==> config.mk <==
export PLATFORM = sky130hd
export DESIGN_NAME = switch_and_lin_fault_control
export DESIGN_NICKNAME = d
export VERILOG_FILES = /design/src/switch_and_lin_fault_control.v
export VERILOG_INCLUDE_DIRS = /design/src
export SDC_FILE = /design/constraint.sdc
export NUM_CORES = 1
export LEC_CHECK = 0
export BUFFER_PORTS_ARGS = -buffer_cell sky130_fd_sc_hd__buf_2
export CORE_MARGIN = 4
export CORE_UTILIZATION = 39
export CTS_BUF_LIST = sky130_fd_sc_hd__clkbuf_8
export DETAILED_ROUTE_END_ITERATION = 6
export PLACE_DENSITY = 0.66
export SETUP_SLACK_MARGIN = 0.1
export SLEW_MARGIN = 20
export SYNTH_ARGS = -nofsm -noshare
export SYNTH_HDL_FRONTEND = slang
export SYNTH_SLANG_ARGS = --single-unit
==> constraint.sdc <==
create_clock -name ref_clk -period 4.4 [get_ports ref_clk]
set_input_delay 0.44 -clock ref_clk [delete_from_list [all_inputs] [get_ports ref_clk]]
set_output_delay 0.44 -clock ref_clk [all_outputs]
set_load 0.01 [all_outputs]
==> src/switch_fault_regs.vh <==
// switch_fault_regs.vh: constants for the switch and lin fault control block
// assumes inclusion by the design, its checker and its bench
`ifndef SWITCH_FAULT_REGS_VH
`define SWITCH_FAULT_REGS_VH

// ==========================================================================
// clock and timing
`define REF_CLK_KHZ          20000
`define TXD_STUCK_TIME_MS    1000
`define UV_DEGLITCH_TIME_US  10
`define UV_DEGLITCH_CYCLES   ((`UV_DEGLITCH_TIME_US * `REF_CLK_KHZ) / 1000)
`define TXD_CNT_W            25
`define UV_CNT_W             8

// ==========================================================================
// positions in the synchronised indication vector
`define SYNC_W               15
`define SX_PWM               0
`define SX_HS_OT             1
`define SX_HS_OL             2
`define SX_HS_CL             3
`define SX_LS_OT             4
`define SX_LS1_OL            5
`define SX_LS2_OL            6
`define SX_LS1_CL            7
`define SX_LS2_CL            8
`define SX_HV                9
`define SX_UV                10
`define SX_LIN_OT            11
`define SX_RXD_SHORT         12
`define SX_TXD               13
`define SX_RXD               14

// ==========================================================================
// slew rate encodings and reset values
`define SLEW_20K             2'h0
`define SLEW_10K4            2'h1
`define SLEW_FAST            2'h2
`define SLEW_RESET           `SLEW_20K
`define COMPLIANCE_RESET     1'b0

// ==========================================================================
// interrupt source codes
`define SRC_NONE             4'h0
`define SRC_HIGH_SIDE        4'h2
`define SRC_LOW_SIDE         4'h3
`define SRC_LIN              4'h4

`endif

==> src/switch_and_lin_fault_control.v <==
// switch_and_lin_fault_control.v: gating and protection of the high side,
// two low side switches and the lin transmitter.
// assumes control bits and strobes come from the spi register logic on ref_clk;
// fault indications and lin pins arrive asynchronously and are synchronised here.
//
// Function
// - high side output follows its enable bit
// - enable plus pwm select: high side output follows the pwm pin
// - high side open-load flag set while current is below threshold
// - high side current-limit flag set while in current limitation
// - high side over-temperature shuts output off and latches interrupt source
// - high side thermal shutdown sets open-load and current-limit flags together
// - high side over-temperature drives interrupt only when its mask is set
// - after thermal shutdown, high side control write with condition gone re-enables
// - high voltage with shutdown enabled turns high side off until later write
// - high side stays operable in sleep and stop modes
// - each low side switch follows its enable, or pwm pin when selected
// - separate open-load flag per low side output
// - separate current-limit flag per low side output
// - low side over-temperature turns both off, latches source, masked interrupt
// - low side thermal shutdown holds until low side write with condition gone
// - high voltage with shutdown enabled turns both low sides off until write
// - both low side outputs forced off in sleep or stop mode
// - two-bit slew field selects 10.4k, 20k or fast; resets to 20k
// - compliance on: deglitched undervoltage disables transmitter only when txd recessive
// - lin over-temperature shuts transmitter, sets flag, resumes when gone and txd high
// - rxd short while transmitting sets flag, stops transmitter; rxd edge with txd high re-enables
// - txd low over one second stops transmitter, sets flag; txd high re-enables
// - masked fault keeps interrupt line high and sets no source code
`timescale 1ns/1ns
`include "switch_fault_regs.vh"

module switch_and_lin_fault_control #(
   parameter [`TXD_CNT_W-1:0] TXD_STUCK_CYCLES = `TXD_STUCK_TIME_MS * `REF_CLK_KHZ
) (
   input  wire       ref_clk,
   input  wire       rst_b,
   // register strobes and control bits
   input  wire       hs_ctrl_write,
   input  wire       high_side_enable,
   input  wire       high_side_pwm_select,
   input  wire       ls_ctrl_write,
   input  wire       low_side_one_enable,
   input  wire       low_side_two_enable,
   input  wire       low_side_one_pwm_select,
   input  wire       low_side_two_pwm_select,
   input  wire       lin_ctrl_write,
   input  wire [1:0] slew_rate_select,
   input  wire       undervoltage_compliance_disable,
   input  wire       lin_status_read,
   input  wire       isr_read,
   input  wire       high_voltage_shutdown_enable,
   input  wire       high_side_interrupt_mask,
   input  wire       low_side_interrupt_mask,
   input  wire       lin_interrupt_mask,
   input  wire       low_power_mode,
   // asynchronous indications and pins
   input  wire       pwm_input_pin,
   input  wire       hs_over_temp,
   input  wire       hs_open_load,
   input  wire       hs_current_limit,
   input  wire       ls_over_temp,
   input  wire       ls_one_open_load,
   input  wire       ls_two_open_load,
   input  wire       ls_one_current_limit,
   input  wire       ls_two_current_limit,
   input  wire       high_voltage,
   input  wire       supply_undervoltage,
   input  wire       lin_over_temp,
   input  wire       rxd_short,
   input  wire       txd_pin,
   input  wire       rxd_pin,
   // outputs
   output reg        high_side_drive,
   output reg        low_side_one_drive,
   output reg        low_side_two_drive,
   output reg        lin_tx_enable,
   output reg  [1:0] slew_rate_setting,
   output reg        high_side_open_load_flag,
   output reg        high_side_current_limit_flag,
   output reg        low_side_one_open_load_flag,
   output reg        low_side_two_open_load_flag,
   output reg        low_side_one_current_limit_flag,
   output reg        low_side_two_current_limit_flag,
   output reg        lin_over_temperature_flag,
   output reg        receive_pin_short_flag,
   output reg        transmit_stuck_dominant_flag,
   output reg  [3:0] interrupt_source,
   output reg        irq_b
);

   // =======================================================================
   // input synchronisers
   wire [`SYNC_W-1:0] raw_in;
   reg  [`SYNC_W-1:0] sync_meta;
   reg  [`SYNC_W-1:0] sync_q;
   reg                rxd_prev;

   assign raw_in = {rxd_pin, txd_pin, rxd_short, lin_over_temp, supply_undervoltage,
                    high_voltage, ls_two_current_limit, ls_one_current_limit,
                    ls_two_open_load, ls_one_open_load, ls_over_temp,
                    hs_current_limit, hs_open_load, hs_over_temp, pwm_input_pin};

   genvar gi;
   generate
      for (gi = 0; gi < `SYNC_W; gi = gi + 1) begin : g_sync
         // two flops per indication
         always @(posedge ref_clk) begin
            if (!rst_b) begin
               sync_meta[gi] <= 1'b0;
               sync_q[gi]    <= 1'b0;
            end else begin
               sync_meta[gi] <= raw_in[gi];
               sync_q[gi]    <= sync_meta[gi];
            end
         end
      end
   endgenerate

   wire pwm_s   = sync_q[`SX_PWM];
   wire hs_ot_s = sync_q[`SX_HS_OT];
   wire ls_ot_s = sync_q[`SX_LS_OT];
   wire hv_s    = sync_q[`SX_HV];
   wire txd_s   = sync_q[`SX_TXD];
   wire rxd_s   = sync_q[`SX_RXD];

   // =======================================================================
   // control registers loaded by host writes
   reg       hs_en;
   reg       hs_pwm;
   reg [1:0] ls_en;
   reg [1:0] ls_pwm;
   reg       compliance_dis;

   always @(posedge ref_clk) begin
      if (!rst_b) begin
         hs_en             <= 1'b0;
         hs_pwm            <= 1'b0;
         ls_en             <= 2'h0;
         ls_pwm            <= 2'h0;
         slew_rate_setting <= `SLEW_RESET;
         compliance_dis    <= `COMPLIANCE_RESET;
      end else begin
         if (hs_ctrl_write) begin
            hs_en  <= high_side_enable;
            hs_pwm <= high_side_pwm_select;
         end
         if (ls_ctrl_write) begin
            ls_en  <= {low_side_two_enable, low_side_one_enable};
            ls_pwm <= {low_side_two_pwm_select, low_side_one_pwm_select};
         end
         if (lin_ctrl_write) begin
            slew_rate_setting <= slew_rate_select;
            compliance_dis    <= undervoltage_compliance_disable;
         end
      end
   end

   // =======================================================================
   // shutdown latches for the switches
   reg hs_ot_lock;
   reg hs_hv_lock;
   reg ls_ot_lock;
   reg ls_hv_lock;

   wire hs_ot_event = hs_ot_s & ~hs_ot_lock;
   wire ls_ot_event = ls_ot_s & ~ls_ot_lock;

   // set wins; release only by a write after the condition is gone
   always @(posedge ref_clk) begin
      if (!rst_b) begin
         hs_ot_lock <= 1'b0;
         hs_hv_lock <= 1'b0;
         ls_ot_lock <= 1'b0;
         ls_hv_lock <= 1'b0;
      end else begin
         if (hs_ot_s)
            hs_ot_lock <= 1'b1;
         else if (hs_ctrl_write)
            hs_ot_lock <= 1'b0;
         if (hv_s && high_voltage_shutdown_enable)
            hs_hv_lock <= 1'b1;
         else if (hs_ctrl_write && !hv_s)
            hs_hv_lock <= 1'b0;
         if (ls_ot_s)
            ls_ot_lock <= 1'b1;
         else if (ls_ctrl_write)
            ls_ot_lock <= 1'b0;
         if (hv_s && high_voltage_shutdown_enable)
            ls_hv_lock <= 1'b1;
         else if (ls_ctrl_write && !hv_s)
            ls_hv_lock <= 1'b0;
      end
   end

   // =======================================================================
   // driver gating and status flags
   wire       next_hs_drive = hs_en & (~hs_pwm | pwm_s)
                              & ~hs_ot_lock & ~hs_hv_lock;
   wire [1:0] next_ls_drive = ls_en & (~ls_pwm | {2{pwm_s}})
                              & {2{~ls_ot_lock & ~ls_hv_lock & ~low_power_mode}};

   always @(posedge ref_clk) begin
      if (!rst_b) begin
         high_side_drive                 <= 1'b0;
         low_side_one_drive              <= 1'b0;
         low_side_two_drive              <= 1'b0;
         high_side_open_load_flag        <= 1'b0;
         high_side_current_limit_flag    <= 1'b0;
         low_side_one_open_load_flag     <= 1'b0;
         low_side_two_open_load_flag     <= 1'b0;
         low_side_one_current_limit_flag <= 1'b0;
         low_side_two_current_limit_flag <= 1'b0;
      end else begin
         high_side_drive    <= next_hs_drive;
         low_side_one_drive <= next_ls_drive[0];
         low_side_two_drive <= next_ls_drive[1];
         // thermal shutdown shows as all flags of that side set
         high_side_open_load_flag <= sync_q[`SX_HS_OL] | hs_ot_lock;
         high_side_current_limit_flag <= sync_q[`SX_HS_CL] | hs_ot_lock;
         low_side_one_open_load_flag <= sync_q[`SX_LS1_OL] | ls_ot_lock;
         low_side_two_open_load_flag <= sync_q[`SX_LS2_OL] | ls_ot_lock;
         low_side_one_current_limit_flag <= sync_q[`SX_LS1_CL] | ls_ot_lock;
         low_side_two_current_limit_flag <= sync_q[`SX_LS2_CL] | ls_ot_lock;
      end
   end

   // =======================================================================
   // lin supervision counters
   reg [`TXD_CNT_W-1:0] txd_low_cnt;
   reg [`UV_CNT_W-1:0]  uv_cnt;
   reg                  uv_deg;

   wire txd_stuck = (txd_low_cnt >= TXD_STUCK_CYCLES);

   // txd low time and supply undervoltage deglitch
   always @(posedge ref_clk) begin
      if (!rst_b) begin
         txd_low_cnt <= {`TXD_CNT_W{1'b0}};
         uv_cnt      <= {`UV_CNT_W{1'b0}};
         uv_deg      <= 1'b0;
         rxd_prev    <= 1'b0;
      end else begin
         rxd_prev <= rxd_s;
         if (txd_s)
            txd_low_cnt <= {`TXD_CNT_W{1'b0}};
         else if (!txd_stuck)
            txd_low_cnt <= txd_low_cnt + 1'b1;
         if (sync_q[`SX_UV] != uv_deg) begin
            if (uv_cnt >= `UV_DEGLITCH_CYCLES - 1) begin
               uv_deg <= sync_q[`SX_UV];
               uv_cnt <= {`UV_CNT_W{1'b0}};
            end else begin
               uv_cnt <= uv_cnt + 1'b1;
            end
         end else begin
            uv_cnt <= {`UV_CNT_W{1'b0}};
         end
      end
   end

   // =======================================================================
   // lin fault latches and flags
   reg lin_ot_lock;
   reg short_lock;
   reg dom_lock;

   wire rxd_edge    = rxd_s ^ rxd_prev;
   wire short_hit   = sync_q[`SX_RXD_SHORT] & ~txd_s;
   wire lin_event   = (sync_q[`SX_LIN_OT] & ~lin_over_temperature_flag)
                      | (short_hit & ~receive_pin_short_flag)
                      | (txd_stuck & ~transmit_stuck_dominant_flag);
   wire uv_off      = ~compliance_dis & uv_deg & txd_s;
   wire next_tx_en  = ~(lin_ot_lock | short_lock | dom_lock | uv_off);

   always @(posedge ref_clk) begin
      if (!rst_b) begin
         lin_ot_lock                  <= 1'b0;
         short_lock                   <= 1'b0;
         dom_lock                     <= 1'b0;
         lin_over_temperature_flag    <= 1'b0;
         receive_pin_short_flag       <= 1'b0;
         transmit_stuck_dominant_flag <= 1'b0;
         lin_tx_enable                <= 1'b0;
      end else begin
         lin_tx_enable <= next_tx_en;
         if (sync_q[`SX_LIN_OT])
            lin_ot_lock <= 1'b1;
         else if (txd_s)
            lin_ot_lock <= 1'b0;
         if (sync_q[`SX_LIN_OT])
            lin_over_temperature_flag <= 1'b1;
         else if (lin_status_read)
            lin_over_temperature_flag <= 1'b0;
         if (short_hit)
            short_lock <= 1'b1;
         else if (rxd_edge && txd_s)
            short_lock <= 1'b0;
         if (short_hit)
            receive_pin_short_flag <= 1'b1;
         else if (lin_status_read && !sync_q[`SX_RXD_SHORT])
            receive_pin_short_flag <= 1'b0;
         if (txd_stuck)
            dom_lock <= 1'b1;
         else if (txd_s)
            dom_lock <= 1'b0;
         if (txd_stuck)
            transmit_stuck_dominant_flag <= 1'b1;
         else if (lin_status_read && txd_s)
            transmit_stuck_dominant_flag <= 1'b0;
      end
   end

   // =======================================================================
   // interrupt source latch, high side before low side before lin
   reg [3:0] next_source;

   always @* begin
      next_source = `SRC_NONE;
      if (hs_ot_event && high_side_interrupt_mask)
         next_source = `SRC_HIGH_SIDE;
      else if (ls_ot_event && low_side_interrupt_mask)
         next_source = `SRC_LOW_SIDE;
      else if (lin_event && lin_interrupt_mask)
         next_source = `SRC_LIN;
   end

   // new events win over a read clear; masked events leave all as is
   always @(posedge ref_clk) begin
      if (!rst_b) begin
         interrupt_source <= `SRC_NONE;
         irq_b            <= 1'b1;
      end else if (next_source != `SRC_NONE) begin
         interrupt_source <= next_source;
         irq_b            <= 1'b0;
      end else if (isr_read) begin
         interrupt_source <= `SRC_NONE;
         irq_b            <= 1'b1;
      end
   end

endmodule // switch_and_lin_fault_control

==> results of run 1 <==
[cell usage after synthesis (2+ instances only)]
| master | count | area (um^2) |
|---|---|---|
| nand4_1 | 11 | 68.82 |
| nor2b_1 | 2 | 12.51 |
| mux2i_1 | 10 | 100.1 |
| or3_1 | 2 | 12.51 |
| a31o_1 | 4 | 35.03 |
| and3_1 | 8 | 50.05 |
| xnor2_1 | 18 | 157.7 |
| ha_1 | 3 | 37.54 |
| o21ai_0 | 10 | 50.05 |
| xor2_1 | 4 | 35.03 |
| dfxtp_1 | 98 | 1962 |
| nor4_1 | 4 | 25.02 |
| buf_4 | 2 | 15.01 |
| inv_1 | 20 | 75.07 |
| and2_1 | 34 | 212.7 |
| nand3_1 | 10 | 50.05 |
| a31oi_1 | 3 | 18.77 |
| nor2_1 | 56 | 210.2 |
| nor3_1 | 8 | 40.04 |
| and4_1 | 2 | 17.52 |
| nand2_1 | 22 | 82.58 |
| a21oi_1 | 20 | 100.1 |
| clkbuf_1 | 11 | 41.29 |
[power breakdown]
group | switching [mW] | total [mW] | internal, mW | leakage (nW)
Sequential | 0.0137 | 0.929 | 0.915 | 0.801
Clock | 0.333 | 0.612 | 0.279 | 0.107
Combinational | 0.0446 | 0.0823 | 0.0377 | 0.821
[stage by stage]
step / hold WS, ns / utilization [%] / setup slack, ns / power [mW] / instances
5_1_grt: 0.2614 / 45.84 / 1.814 / 1.699 / 553
2_1_floorplan: 0.3915 / - / 2.608 / 0.9968 / 386
4_1_cts: 0.2610 / 45.84 / 2.016 / 1.649 / 553
3_3_place_gp: 0.4143 / 43.47 / 2.079 / 1.031 / 537
3_5_place_dp: 0.4209 / 43.47 / 2.004 / 1.034 / 537
6_report: 0.2788 / 45.84 / 2.040 / 1.624 / 553
[kinds of logic (layout without fill, tap and decap cells)]
family,after synthesis,after routing,synth area share (%)
fa+ha+maj,3,3,1.029
compound gates,48,48,8.365
other cells,1,1,0.1027
flops,98,98,53.75
buf+inv,34,90,3.736
simple gates,170,170,24.99
mux,10,10,2.743
xor+xnor,22,22,5.279
[layout by cell type (no fill, tap or decap), types with 3 or more instances in the layout]
cell,instances
nor4_1,4
xor2_1,4
and3_1,8
clkbuf_8,9
a21oi_1,20
and2_1,34
a31o_1,4
buf_2,54
a31oi_1,3
dfxtp_1,98
nand4_1,11
nor3_1,8
nor2_1,56
nand3_1,10
inv_1,20
ha_1,3
mux2i_1,10
nand2_1,22
xnor2_1,18
o21ai_0,10
[routing by layer]
metal	track usage, %	vias to the layer above	routed length, um
met5	0	-	0
met4	5.717	0	112
met3	3.521	9	244
met2	21.04	45	3193
met1	17.49	1258	3376
li1	-	1404	-
[how the worst max path moves through the flow]
stage               slack (ns)                         start  cells past startpoint                               end
global route              1.81  txd_low_cnt[23]$_SDFFE_PP0N_                      6                irq_b$_SDFFE_PN1P_
floorplan                 2.61  txd_low_cnt[17]$_SDFFE_PP0N_                      7       txd_low_cnt[0]$_SDFFE_PP0N_
finish                    2.04  txd_low_cnt[17]$_SDFFE_PP0N_                      6                irq_b$_SDFFE_PN1P_
CTS                       2.02  txd_low_cnt[17]$_SDFFE_PP0N_                      6                irq_b$_SDFFE_PN1P_
global placement          2.08                         rst_b                      4  interrupt_source[0]$_SDFFE_PN0P_
detailed placement        2.00                         rst_b                      4  interrupt_source[0]$_SDFFE_PN0P_
[sequential cells by signal (all words and copies together), names as in the netlist, 2 cells and up]
register / count
txd_low_cnt: 25
sync_meta: 15
sync_q: 9
uv_cnt: 8
interrupt_source: 3
ls_en: 2
ls_pwm: 2
slew_rate_setting: 2
[final cells by class]
| cell class | count | share of cell area [%] |
|---|---|---|
| Clock buffer | 9 | 2.939 |
| Multi-Input combinational cell | 254 | 36.81 |
| Sequential cell | 98 | 46.54 |
| Inverter | 20 | 1.781 |
| Timing Repair Buffer | 54 | 6.411 |
| Tap cell | 111 | 3.295 |
| Clock inverter | 7 | 2.226 |
==> summary.md, run 1 <==
The run finished with clean final reports. 0 antenna diodes ended up in the layout. Traced cell by cell, the critical path runs through nor4_2 -> nand2_1 -> nor4_4 -> o21bai_1 -> a21boi_1 -> o21ai_0. Async set-or-reset flop fraction in the synthesized netlist: 0%. The first global-routing pass estimated 12100 um of wire. In this run the tool buffered the top-level ports with 54 buffer cells. For the clock insertion delay at the later pin of the skew report, the log shows 0.36 ns. The run gives 0.001551 mm^2 as the area of the multi-input gates.

The run gives 0.004215 mm^2 as the final non-filler cell area. After clock tree synthesis, the clock-pin slew on the worst setup and hold paths is 0.10 ns. Summing every instance area after synthesis gives 0.003650 mm^2. The launch instance of the worst min-delay path is ls_two_open_load. For this block, the routed nets add up to 6926 um of wire. For the cell area reported after detailed placement, the log shows 0.003998 mm^2. The post-synth net total is 425, and the post-DP HPWL is 4975 um.

Headroom to the max-slew limit came out at 34.56%. The power density over cell area came out at 385.2 mW/mm^2. The die width came out at 104.7 um. In the final layout, flip-flops and latches occupy 0.001962 mm^2. Across the routed clock network, the largest skew measured is 0.01084 ns. Setup violations remaining at the end of the flow were counted as 0. Setup slack on the worst reg-to-reg path comes out at 2.04 ns. VDD sags by at most 0.0002109 V. The worst path uses 53.63% of the clock period.

Detail-routed via count per cell: 4.911. The worst hold path belongs to the class input port to flop. The most common flop cell mapped by yosys is dfxtp_1. Worst-path cell with the longest stage delay: nor4_4. Hold repair after CTS inserted 0 buffers. The remaining global-route overflow came out at 0. Setup repair after global routing left no endpoint under its margin.

The final-report max-slew violation count is 0. The tools report the worst endpoint data arrival time as 2.58 ns. The tools report the worst flop-to-flop path endpoint as irq_b$_SDFFE_PN1P_.

Category of the worst setup path capture point: a flop. Yosys mapped the design onto 47 distinct sky130hd cell types. The synthesized design contains 0 enable-type register cells.

The worst setup path is of the flop to flop kind. Total setup buffers inserted after CTS: 0. Data on the critical path is required at its endpoint by 4.62 ns.

The routed length per instance was 12.52 um. The via count of the first global-routing pass was 2681. The residual antenna-violating net count after detailed routing is 0, and the die footprint is 0.01097 mm^2.

From synthesis to final layout, the design area changed by 15.50%. Synthesis inferred 98 register bits. The clock net in this run drives a total of 98 sinks. The total of max-cap violations was 0. For the static leakage, the log shows 1.729 nW.

The worst register-to-register path begins at txd_low_cnt[17]$_SDFFE_PP0N_. Once the floorplan was initialized, standard cells occupied 39.69% of the core. Counting the fill cells in the layout gives 903.

Summing the sequential cell areas from Yosys gives 53.75% of the chip area. After detailed routing, the number of remaining DRC violations is 0. Proportion of layout cells with a drive suffix above 1: 17.65%.

The aggregate negative setup slack came out at 0 ns. Of all nets on the critical path, the largest fanout is 17. The minimum clock period was 2.360 ns; the total number of yosys warnings was 0. The count of cells resized by post-cts repair is 0, and the path depth of the worst reg2reg path is 6. The worst stage delay on the critical path is 0.87 ns. The cell at the root of the clock tree is clkbuf_8.

TritonCTS built the clock tree. On the critical path the largest part of the delay comes from simple AND/OR/NAND/NOR gates. 56 I/O pins were placed. The tools report the number of H-tree levels as 3. Together, buffers and inverters on the worst path number 0. The path with the worst hold slack has its endpoint at sync_meta[6]$_SDFF_PN0_.

For the pin with the worst max-slew slack, the measured transition is 0.9743 ns. The number of buffers on the longest clock path is 2. The kind of launch point of the worst setup path is a flop. Derived from the worst setup path, the maximum achievable clock frequency is 0.4238 GHz. The hold violation count in the final report came out at 0.

The number of nets in the layout came out at 476. Counting instances, the worst hold path has a depth of 2. A synthesized cell averages 9.455 um^2.

The first TritonRoute pass finished after 4 iterations. In this run, CTS created clock tree buffers numbering 9. In the global route stage, overall resource usage came out at 13.43%. The number of antenna violations at the first check in global routing came out at 0. The congestion estimate from routability-driven global placement came to 0.7989. The core region is 0.009196 mm^2. The logs give 386 for the cell count after synthesis and 35 for the number of standard-cell rows in the floorplan. The logs give 85 for the violation count after the first detailed-route iteration and 2716 for the number of vias in the routed layout. The die span in y is 104.7 um. Entering global routing, the biggest net connects 39 pins.
No activity file was read; power rests on OpenSTA's default activity.
==> run 2, diff against run 1 <==
Settings changed: PLACE_DENSITY 0.66 to 0.69.
Clock period 4.4 ns to 2.1 ns, I/O delays scaled along.
==> summary.md, run 2 (synthesized netlist as in run 1, its figures left out) <==
The logs give 130 for the violation count after the first detailed-route iteration and 64.33% for the remaining max-slew budget at the tightest pin. After global routing, the most crowded layer is met2. The register with the most flip-flops in the layout has 25 of them.

Routability-driven placement finished with a final weighted congestion of 0.8047. The number of H-tree levels came out at 3. The tools report the kind of launch point of the worst setup path as a flop. The first global-routing pass estimated 11790 um of wire. Summed over all layers, the global routing overflow is 0. Counting every sink on the clock net gives 98.

The multi-input combinational cells in the finished layout cover a total of 0.001604 mm^2. The analysis attributes to net switching a power of 0.7541 mW. DRC violation count after routing: 0. The power density over cell area is 751.8 mW/mm^2.

The required time at the worst-slack endpoint was 2.31 ns. The logs give 0 for the total of max-cap violations and 1.809 nW for the static leakage. For the final-layout fill cell count, the log shows 890. Cells with a size suffix above 1 make up 21.10% of the layout.

The flow ran to the end, and the final reports show no timing, DRC or antenna violations. The routed length per instance was 12.73 um; the count of placed standard cells including taps was 545. For the area of all sequential standard cells, the log shows 0.001963 mm^2.

STA puts the critical path data arrival time at 2.12 ns. After floorplanning, the core was divided into 35 placement rows. Entering global routing, the biggest net connects 28 pins.

The hold violation count in the final report was 0; the first-pass iteration count of the detailed router was 5. The switching power as a share of total power came out at 23.14%. The final layout contains 489 nets. The detailed router placed 2806 vias in this run. For met2 alone, demand over resource in global routing was 20.85%.

Cell at the root of the clock tree: clkbuf_8. For the aggregate negative setup slack, the log shows 0 ns. The die span in y works out to 104.7 um.

For the met1 demand-to-capacity share in global routing, the log shows 16.92%. For the met3 track demand over resource in global routing, the log shows 2.965%. The largest registers in the layout are txd_low_cnt x25, sync_meta x15, sync_q x9. The final-report max-slew violation count is 0, and the core box area is 0.009196 mm^2. Internal power component: 2.504 mW. Per report_power, the clock group accounts for 34.8% of the total. The power share of the sequential group was 59.7%; the die footprint was 0.01097 mm^2. Setup violations remaining at the end of the flow were counted as 0.

In this run the remaining antenna-violating nets after routing total 0. The total global-route track usage is 12.92%. Measured along the x axis, the die boundary spans 104.7 um. The worst clock skew on the final layout was 0.006803 ns; the non-filler instance count after layout was 566. Of all nets on the critical path, the largest fanout is 7.

The smallest clock period supported by the final layout is computed as 1.906 ns. The most common cell after layout, fill and taps aside was dfxtp_1. The layout overhead on the synthesized area came out at 18.75%. Once the floorplan was initialized, standard cells occupied 39.69% of the core. The path class of the lowest-slack min-delay path is input port to flop. 56 I/O pins were placed. The number of antenna violations at the first check in global routing was 0; the CTS clock-pin slew for the worst setup and hold paths was 0.09 ns. The port buffer count is 54, and the routed wire length is 7205 um. The top cell types in the final layout, fill and taps aside, are dfxtp_1 (97), nor2_1 (56), buf_2 (54). The number of antenna diodes in the final layout is 0.

The register with the most flip-flops was txd_low_cnt. The transition time at the pin with the least slew margin was 0.5216 ns; the post-DP HPWL was 5225 um. Setup repair after global routing left no endpoint under its margin. The category of the worst setup path capture point is a flop. TritonCTS built the clock tree. Dividing the detail-routed via count by the number of cells gives 4.958. Of the available clock period, the critical path in the final layout requires 90.75%. The worst setup path is of the flop to flop kind. For the number of buffers on the longest clock path, the log shows 2. The final-layout worst hold slack was 0.06293 ns. The fraction of power consumed by combinational cells was 5.5%; the maximum ir drop on the vdd rail was 0.0004074 V. The clock insertion delay at the later pin of the skew report was 0.34 ns; the number of buffers added by the clock tree synthesis step was 9.

Timing would allow up to 0.5247 GHz. Via count of the first global-routing pass: 2617.
-- run 2: timing repair --
item                                    CTS  global route
hold buffers                              0             0
pin swaps                                 0             5
setup buffers                             0             4
gates cloned                              0             1
gates resized for setup                   1             8
endpoints found under the setup margin    3            13
-- run 2: worst max-delay path, cell delays in order, from the launching register on --
cell and delay (ns):
dfxtp_2 0.35, nor4_2 0.30, nand2_2 0.16, o2bb2ai_4 0.20
nor4b_4 0.48, a31o_1 0.22, a21oi_1 0.07
-- run 2: power by group through the flow --
stage / clock (mW) / sequential [mW] / combinational [mW]
2_1_floorplan: 0 / 1.99 / 0.0997
3_3_place_gp: 0 / 1.99 / 0.178
3_5_place_dp: 0 / 1.99 / 0.181
4_1_cts: 1.18 / 1.95 / 0.182
5_1_grt: 1.25 / 1.95 / 0.204
6_report: 1.13 / 1.94 / 0.180
-- run 2: path summary, 6_finish.rpt --
kind | startpoint | end | slack (ns) | cells past startpoint
worst max register to register | txd_low_cnt[23]$_SDFFE_PP0N_ | txd_low_cnt[21]$_SDFFE_PP0N_ | 0.19 | 6
worst max-delay path | txd_low_cnt[23]$_SDFFE_PP0N_ | txd_low_cnt[21]$_SDFFE_PP0N_ | 0.19 | 6
worst min register to register | hs_hv_lock$_SDFFE_PN0P_ | high_side_drive$_SDFF_PN0_ | 0.44 | 1
worst min-delay path | ls_two_current_limit | sync_meta[8]$_SDFF_PN0_ | 0.06 | 2
-- run 2: final cells by class --
class	instances	share of cell area (%)
inverters	20	1.732
multi-input cells	255	37.01
repair buffers	66	8.401
flip-flops and latches	98	45.29
clock inverters	5	0.8661
well taps	111	3.204
clock buffers	11	3.493
-- run 2: per-stage QoR --
stage          power (mW)  area, um^2  setup slack [ns]  utilization, %
2_1_floorplan       2.089        3650            0.3082               -
3_3_place_gp        2.165        4058            0.1692           44.12
3_5_place_dp        2.170        4058            0.1054           44.12
4_1_cts             3.308        4259            0.1184           46.31
5_1_grt             3.411        4334           0.05613           47.13
6_report            3.259        4334            0.1943           47.13
-- run 2: layer usage --
metal  wire, um  vias up
li1           -     1430
met1       3387     1310
met2       3473       60
met3        270        6
met4         74        0
met5          0        -
